$ cat src/hdl/ebcr_pkg.sv
// package: register map, field layout and shared types of the bus control block
package ebcr_pkg;
    // register byte address
    localparam logic [31:0] EBCR_CTRL_ADDR = 32'hfff0_1000;
    // reset value of the control register
    localparam logic [31:0] EBCR_CTRL_RESET = 32'h0001_0000;
    // field positions
    localparam int EBCR_BANK_MODE_LSB = 24;
    localparam int EBCR_BANK_MODE_MSB = 27;
    localparam int EBCR_REFRESH_EN_BIT = 18;
    localparam int EBCR_REFRESH_MODE_BIT = 17;
    localparam int EBCR_CKE_BIT = 16;
    localparam int EBCR_PERIOD_LSB = 3;
    localparam int EBCR_PERIOD_MSB = 15;
    localparam int EBCR_WAIT_LSB = 1;
    localparam int EBCR_WAIT_MSB = 2;
    localparam int EBCR_ORDER_BIT = 0;
    // field widths and io bank count
    localparam int EBCR_PERIOD_W = 13;
    localparam int EBCR_NUM_BANKS = 4;
    // writable bits mask (order bit is read only)
    localparam logic [31:0] EBCR_WMASK = 32'h0f07_fffe;

    // decoded control fields
    typedef struct packed {
        logic [3:0] bank_byte_lane_mode;
        logic refresh_enable;
        logic refresh_mode_select;
        logic sdram_clock_enable_ctrl;
        logic [12:0] refresh_period_count;
        logic [1:0] wait_sample_point;
    } ebcr_ctrl_t;

    // external io access request
    typedef struct packed {
        logic valid;
        logic [1:0] bank;
        logic write;
        logic [1:0] byte_sel;
    } ebcr_io_req_t;

    // external io lane pin drive, active low
    typedef struct packed {
        logic [1:0] byte_lane_pins_n;
        logic common_write_strobe_n;
    } ebcr_io_pins_t;
endpackage

$ cat src/hdl/ebcr_refresh_timer.sv
// refresh interval timer: pulses once per programmed period
`timescale 1ns/1ps
module ebcr_refresh_timer #(
    parameter int PERIOD_W = 13
) (
    // clock and reset
    input wire logic clk,
    input wire logic rst,
    // control
    input wire logic enable,
    input wire logic [PERIOD_W-1:0] period,
    // refresh request pulse
    output logic tick
);
    logic [PERIOD_W-1:0] count_q; // cycles left in the period
    logic [PERIOD_W-1:0] count_d;
    logic tick_q;
    logic tick_d;

    // next count: hold at reload while off, reload after each tick
    always_comb
    begin
        count_d = count_q;
        tick_d = 1'b0;
        if (!enable)
        begin
            count_d = period;
        end
        else if (count_q <= PERIOD_W'(1))
        begin
            // zero period treated as one cycle so the counter never wraps
            tick_d = 1'b1;
            count_d = period;
        end
        else
        begin
            count_d = count_q - PERIOD_W'(1);
        end
    end

    // register state
    always_ff @(posedge clk)
    begin
        if (rst)
        begin
            count_q <= '0;
            tick_q <= 1'b0;
        end
        else
        begin
            count_q <= count_d;
            tick_q <= tick_d;
        end
    end

    assign tick = tick_q;
endmodule // ebcr_refresh_timer

$ cat src/hdl/ebcr_ctrl.sv
// bus control register with byte-lane steering and sdram refresh control
// Summary of operation
// - one byte-lane mode bit per io bank, bits 27..24
// - mode 1: lanes are byte enables, common strobe writes
// - mode 0: lanes are per-byte write strobes
// - bit 18 enables periodic auto-refresh, clear stops
// - one refresh per refresh-count memory clocks
// - bit 17 selects self-refresh, write 1 enters it
// - any sdram access clears self-refresh bit
// - bit 16 drives sdram clock enable, default one
// - bit 0 reads strapped byte order, read only
//
// Our own choice: the plain strobed port.
`timescale 1ns/1ps
module ebcr_ctrl #(
    parameter int PERIOD_W = 13
) (
    // clock and reset
    input wire logic clk,
    input wire logic rst,
    // register port
    input wire logic [31:0] reg_addr,
    input wire logic [31:0] reg_wdata,
    input wire logic reg_write,
    input wire logic reg_read,
    output logic [31:0] reg_rdata,
    // power-on byte order strap
    input wire logic order_strap,
    // sdram activity
    input wire logic sdram_access,
    // external io access
    input wire ebcr_pkg::ebcr_io_req_t io_req,
    output ebcr_pkg::ebcr_io_pins_t io_pins,
    // sdram control outputs
    output logic sdram_cke,
    output logic sdram_refresh_req,
    output logic sdram_self_refresh,
    output logic [1:0] wait_sample_point
);
    ebcr_pkg::ebcr_ctrl_t ctrl_q; // stored control fields
    ebcr_pkg::ebcr_ctrl_t ctrl_d;
    logic order_q; // latched byte order
    logic order_d;
    logic strap_taken_q; // strap caught once after reset
    logic strap_taken_d;
    logic [31:0] rdata_q;
    logic [31:0] rdata_d;
    ebcr_pkg::ebcr_io_pins_t pins_q;
    ebcr_pkg::ebcr_io_pins_t pins_d;
    logic cke_q;
    logic cke_d;
    logic self_q;
    logic self_d;
    logic refresh_q;
    logic refresh_d;
    logic tick; // interval elapsed
    logic hit; // address matches control register
    logic [31:0] ctrl_word; // readback image
    logic [3:0] lane_mode; // per-bank byte-lane mode

    assign hit = (reg_addr == ebcr_pkg::EBCR_CTRL_ADDR);

    // per-bank byte-lane mode bits
    genvar gi;
    generate
        for (gi = 0; gi < ebcr_pkg::EBCR_NUM_BANKS; gi++)
        begin : g_lane
            assign lane_mode[gi] = ctrl_q.bank_byte_lane_mode[gi];
        end
    endgenerate

    // readback image; reserved bits read zero
    always_comb
    begin
        ctrl_word = '0;
        ctrl_word[ebcr_pkg::EBCR_BANK_MODE_MSB:ebcr_pkg::EBCR_BANK_MODE_LSB] = lane_mode;
        ctrl_word[ebcr_pkg::EBCR_REFRESH_EN_BIT] = ctrl_q.refresh_enable;
        ctrl_word[ebcr_pkg::EBCR_REFRESH_MODE_BIT] = ctrl_q.refresh_mode_select;
        ctrl_word[ebcr_pkg::EBCR_CKE_BIT] = ctrl_q.sdram_clock_enable_ctrl;
        ctrl_word[ebcr_pkg::EBCR_PERIOD_MSB:ebcr_pkg::EBCR_PERIOD_LSB] =
            ctrl_q.refresh_period_count;
        ctrl_word[ebcr_pkg::EBCR_WAIT_MSB:ebcr_pkg::EBCR_WAIT_LSB] = ctrl_q.wait_sample_point;
        ctrl_word[ebcr_pkg::EBCR_ORDER_BIT] = order_q;
    end

    // register writes and hardware clear of self-refresh
    always_comb
    begin
        ctrl_d = ctrl_q;
        if (reg_write && hit)
        begin
            ctrl_d.bank_byte_lane_mode =
                reg_wdata[ebcr_pkg::EBCR_BANK_MODE_MSB:ebcr_pkg::EBCR_BANK_MODE_LSB];
            ctrl_d.refresh_enable = reg_wdata[ebcr_pkg::EBCR_REFRESH_EN_BIT];
            ctrl_d.refresh_mode_select = reg_wdata[ebcr_pkg::EBCR_REFRESH_MODE_BIT];
            ctrl_d.sdram_clock_enable_ctrl = reg_wdata[ebcr_pkg::EBCR_CKE_BIT];
            ctrl_d.refresh_period_count =
                reg_wdata[ebcr_pkg::EBCR_PERIOD_MSB:ebcr_pkg::EBCR_PERIOD_LSB];
            ctrl_d.wait_sample_point = reg_wdata[ebcr_pkg::EBCR_WAIT_MSB:ebcr_pkg::EBCR_WAIT_LSB];
        end
        // an sdram access wins over a same-cycle write of self-refresh,
        // since the memory is already awake by then
        if (sdram_access)
        begin
            ctrl_d.refresh_mode_select = 1'b0;
        end
    end

    // strap capture: taken on the first clock after reset release
    always_comb
    begin
        order_d = order_q;
        strap_taken_d = 1'b1;
        if (!strap_taken_q)
        begin
            order_d = order_strap;
        end
    end

    // read data, one cycle after the strobe, only then
    always_comb
    begin
        rdata_d = '0;
        if (reg_read && hit)
        begin
            rdata_d = ctrl_word;
        end
    end

    // byte-lane pin drive for io accesses (active low)
    always_comb
    begin
        pins_d.byte_lane_pins_n = 2'b11;
        pins_d.common_write_strobe_n = 1'b1;
        if (io_req.valid)
        begin
            if (lane_mode[io_req.bank])
            begin
                // lanes select bytes on read and write, strobe marks the write
                pins_d.byte_lane_pins_n = ~io_req.byte_sel;
                pins_d.common_write_strobe_n = ~io_req.write;
            end
            else if (io_req.write)
            begin
                // lanes act as write strobes; reads leave them idle
                pins_d.byte_lane_pins_n = ~io_req.byte_sel;
            end
        end
    end

    // sdram control outputs
    always_comb
    begin
        cke_d = ctrl_d.sdram_clock_enable_ctrl;
        self_d = ctrl_d.refresh_mode_select;
        // auto-refresh only in auto mode with refresh on
        refresh_d = tick && ctrl_q.refresh_enable && !ctrl_q.refresh_mode_select;
    end

    // interval timer
    ebcr_refresh_timer #(
        .PERIOD_W(PERIOD_W)
    ) u_timer (
        .clk(clk),
        .rst(rst),
        .enable(ctrl_q.refresh_enable && !ctrl_q.refresh_mode_select),
        .period(ctrl_q.refresh_period_count),
        .tick(tick)
    );

    // register all state
    always_ff @(posedge clk)
    begin
        if (rst)
        begin
            ctrl_q <= '0;
            ctrl_q.sdram_clock_enable_ctrl <= 1'b1;
            order_q <= 1'b0;
            strap_taken_q <= 1'b0;
            rdata_q <= '0;
            pins_q <= '1;
            cke_q <= 1'b1;
            self_q <= 1'b0;
            refresh_q <= 1'b0;
        end
        else
        begin
            ctrl_q <= ctrl_d;
            order_q <= order_d;
            strap_taken_q <= strap_taken_d;
            rdata_q <= rdata_d;
            pins_q <= pins_d;
            cke_q <= cke_d;
            self_q <= self_d;
            refresh_q <= refresh_d;
        end
    end

    // outputs straight from flops
    assign reg_rdata = rdata_q;
    assign io_pins = pins_q;
    assign sdram_cke = cke_q;
    assign sdram_self_refresh = self_q;
    assign sdram_refresh_req = refresh_q;
    assign wait_sample_point = ctrl_q.wait_sample_point;
endmodule // ebcr_ctrl

$ cat config.mk
export PLATFORM = sky130hd
export DESIGN_NAME = ebcr_ctrl
export DESIGN_NICKNAME = d
export VERILOG_FILES = /design/src/hdl/ebcr_pkg.sv /design/src/hdl/ebcr_refresh_timer.sv /design/src/hdl/ebcr_ctrl.sv
export SDC_FILE = /design/constraint.sdc
export NUM_CORES = 1
export LEC_CHECK = 0
export ABC_AREA = 1
export BUFFER_PORTS_ARGS = -buffer_cell sky130_fd_sc_hd__buf_2
export CAP_MARGIN = 0
export CELL_PAD_IN_SITES_DETAIL_PLACEMENT = 0
export CELL_PAD_IN_SITES_GLOBAL_PLACEMENT = 1
export CORE_MARGIN = 10
export CORE_UTILIZATION = 30
export CTS_CLUSTER_SIZE = 10
export DETAILED_ROUTE_END_ITERATION = 8
export GPL_TIMING_DRIVEN = 0
export HOLD_SLACK_MARGIN = 0.15
export PLACE_DENSITY = 0.77
export SLEW_MARGIN = 40
export SYNTH_ARGS = -nofsm -noshare
export SYNTH_HDL_FRONTEND = slang
export SYNTH_SLANG_ARGS = --single-unit
$ cat constraint.sdc
create_clock -name clk -period 1.4 [get_ports clk]
set_clock_uncertainty 0.05 [all_clocks]
set_input_delay 0.28 -clock clk [delete_from_list [all_inputs] [get_ports clk]]
set_output_delay 0.28 -clock clk [all_outputs]
set_load 0.01 [all_outputs]
==> impl_metrics.tcl <==
set metrics [dict create \
    outcome "completed" \
    yosysWarnings 0 \
    drc 0 \
    fp.dieArea_mm2 0.0146 \
    cpMaxStageDelayCell "dfxtp_4" \
    finalNetCount 679 \
    cts_root_buffer "clkbuf_8" \
    syn_area_per_cell_um2 6.45 \
    initial_core_util 0.310 \
    finalWirelength_um 8720 \
    cts_buffers 9 \
    tightest_slew_ns 0.610 \
    synth.distinct_cells 23 \
    htreeDepth 3 \
    drt-initial-drc-count 71 \
    cpLargestDelayFamily "simple AND/OR/NAND/NOR gates" \
    synth_top_area_frac 0.426 \
    clock-sinks 65 \
    ys_seq_elements 65 \
    combPwrFrac 0.069 \
    place_hpwl_um 6780 \
    p_switching_w 0.000828 \
    grt_start_max_net_pins 11 \
    cp.arrival_ns 1.56 \
    p_int_w 0.00284 \
    cts_tree "built" \
    first_pass_iters 4 \
    fin_crit_sh 0.973 \
    path_buf_inv 1 \
    ir_drop_mv 0.371 \
    grt_pass1_vias 3044 \
    die_h_um 121 \
    final_core_util 0.430 \
    maxSlewViolCount 0 \
    setup_slack_ns 0.0381 \
    port_buffers 95 \
    grt_pass1_wl_um 13900 \
    start_kind "flip-flop" \
    vias_per_cell 4.11 \
    grtUsageTotal 0.119 \
    finalSetupViolCount 0 \
    fin_crit_ns 1.36 \
    place_congestion 0.865 \
    wl_per_cell_um 11.8 \
    layout-drive-gt1-share 0.325 \
    dpl_worst_slack_ns -0.319 \
    clk_latency_ns 0.35 \
    cp-startpoint "u_timer.count_q[4]" \
    max_stage_delay_ns 0.36 \
    hold_path.class "in2reg" \
    sw_frac_of_total 0.226 \
    grt-ovfl-total 0 \
    critical_path_depth 9 \
    power.density_mw_per_mm2 864 \
    grt_setup_unrepaired "yes" \
    netlist_instances 474 \
    yosysSeqAreaShare 0.426 \
    die_x_um 121 \
    p_leak_nw 2.25 \
    io-pin-count 116 \
    slew_headroom 0.593 \
    criticalPathCategory "reg2reg" \
    worstSetupEndpoint "u_timer.count_q[9]" \
    path_max_fanout 5 \
    antennaDiodeCount 0 \
    routed-via-count 3038 \
    power_frac_clock 0.426 \
    clockBufferDepth 2 \
    fmax_ghz 0.734 \
    drv_cap 0 \
    grt_antenna_before_repair 0 \
    crit_path_end_kind "flip-flop" \
    yosysTopAreaCell "dfxtp_1" \
    reg2reg_depth 9 \
    syn2layout_area_growth_pct 38.9 \
    timing.reg2reg.setup_slack_ns 0.04 \
    min_delay_path_depth 4 \
    ant_nets 0 \
    crit_required_ns 1.60 \
    seq_power_share 0.505 \
    synthTopCellsByArea "dfxtp_1, nand2_1, nor2_1, inv_1, nand3_1" \
    synthesis.area_mm2 0.00306 \
    regToRegEndpoint "u_timer.count_q[9]" \
    finalHoldViolCount 0 \
    rows 36 \
    total_power_w 0.00367 \
    worst_r2r_startpoint "u_timer.count_q[4]" \
    core_area_mm2 0.00986 \
    worstPathCellList "nor2_4, nand2_4, nor2_4, nand2_4, nand3_4, buf_4, nand2_1, nand2_1, nor2_1" \
    path_clk_slew_ns 0.07 \
]
[cells in the final DEF, fill, tap and decap left out, drive strengths merged, types with 6 or more instances in the layout]
cell and count:
buf 124, nand2 123, nor2 115, inv 89
dfxtp 65, nand3 32, clkbuf 17, conb 9
o21ai 6
[power groups by stage]
stage                     clock [W]  combinational, W  sequential, W
final                       0.00156          0.000254        0.00185
after global routing        0.00168          0.000288        0.00185
after CTS                   0.00160          0.000255        0.00186
after detailed placement          0          0.000244        0.00190
after global placement            0          0.000239        0.00190
after floorplan                   0          0.000111        0.00190
[per-stage QoR]
stage / hold WS (ns) / cell area [um^2] / std cells / setup TNS [ns]
after floorplan: 0.314 / 3090 / 482 / 0
after global placement: 0.363 / 3730 / 710 / -11.88
after detailed placement: 0.379 / 3730 / 710 / -12.04
after CTS: 0.155 / 4030 / 733 / -0.0116
after global routing: 0.158 / 4250 / 739 / -1.06
final: 0.161 / 4250 / 739 / 0
[synthesized netlist by cell type]
| master | number |
|---|---|
| nor2_1 | 114 |
| a21oi_1 | 2 |
| nand4_1 | 4 |
| buf_1 | 1 |
| xor2_1 | 5 |
| clkbuf_1 | 4 |
| o21ai_0 | 6 |
| nor3_1 | 1 |
| nand3_1 | 30 |
| nand2_1 | 117 |
| ha_1 | 2 |
| o211ai_1 | 1 |
| buf_2 | 5 |
| nand2_2 | 6 |
| buf_6 | 2 |
| and3_1 | 2 |
| dfxtp_1 | 65 |
| nor2_4 | 1 |
| nand3_2 | 2 |
| xnor2_1 | 1 |
| inv_1 | 89 |
| conb_1 | 1 |
| buf_4 | 13 |
[layout make-up]
cell class              instances  area [um^2]
clock buffers                  13          149
plain buffers                  25          173
multi-input cells             303         1470
well taps                     133          166
flip-flops and latches         65         1320
repair buffers                108          586
clock inverters                 3         40.0
fillers                      1066         5620
inverters                      89          339
[sequential cells by signal, indices dropped and copies added, names as in the netlist]
register            cells
sdram_refresh_req       1
sdram_self_refresh      1
u_timer.tick            1
strap_taken_q           1
sdram_cke               1
reg_rdata              23
ctrl_q                 14
io_pins                 3
order_q                 1
u_timer.count_q        13
lane_mode               4
wait_sample_point       2
[how the worst min path moves through the flow]
stage | endpoint | start | slack [ns]
2_1_floorplan | io_pins[1] | io_req[0] | 0.31
3_3_place_gp | order_q | strap_taken_q | 0.36
3_5_place_dp | order_q | strap_taken_q | 0.38
4_1_cts | io_pins[2] | io_req[5] | 0.15
5_1_grt | io_pins[2] | io_req[5] | 0.16
6_report | io_pins[2] | io_req[5] | 0.16
[cells by family (layout without fill, tap and decap cells)]
logic type                 Yosys count  count (layout)  share of synthesized area
adders and majority gates            2               2                    0.00819
AOI/OAI and AO/OA                    9               9                     0.0156
and+or+nand+nor                    277             277                      0.369
DFF                                 65              65                      0.426
other                                1               9                    0.00123
xor gates and xnor gates             6               6                     0.0172
buffers and inverters              114             238                      0.163
[worst min-delay path: stages]
cell and delay (ns):
buf_2 0.09, inv_1 0.04, nor2_1 0.05, nand3_1 0.07
[per-layer routing]
| layer | vias up | global-route usage | wire (um) |
|---|---|---|---|
| li1 | 1614 | - | - |
| met1 | 1321 | 0.124 | 3580 |
| met2 | 91 | 0.197 | 4160 |
| met3 | 12 | 0.0577 | 823 |
| met4 | 0 | 0.0588 | 154 |
| met5 | - | 0 | 0 |
[repair_timing]
item	in CTS	in global routing
setup buffers	2	4
gates cloned	0	2
setup endpoints to repair	13	23
hold buffers	5	0
endpoints found under the hold margin	5	0
resized for setup	15	63
pin swaps	2	19
Power figures use the tool's default switching activity.
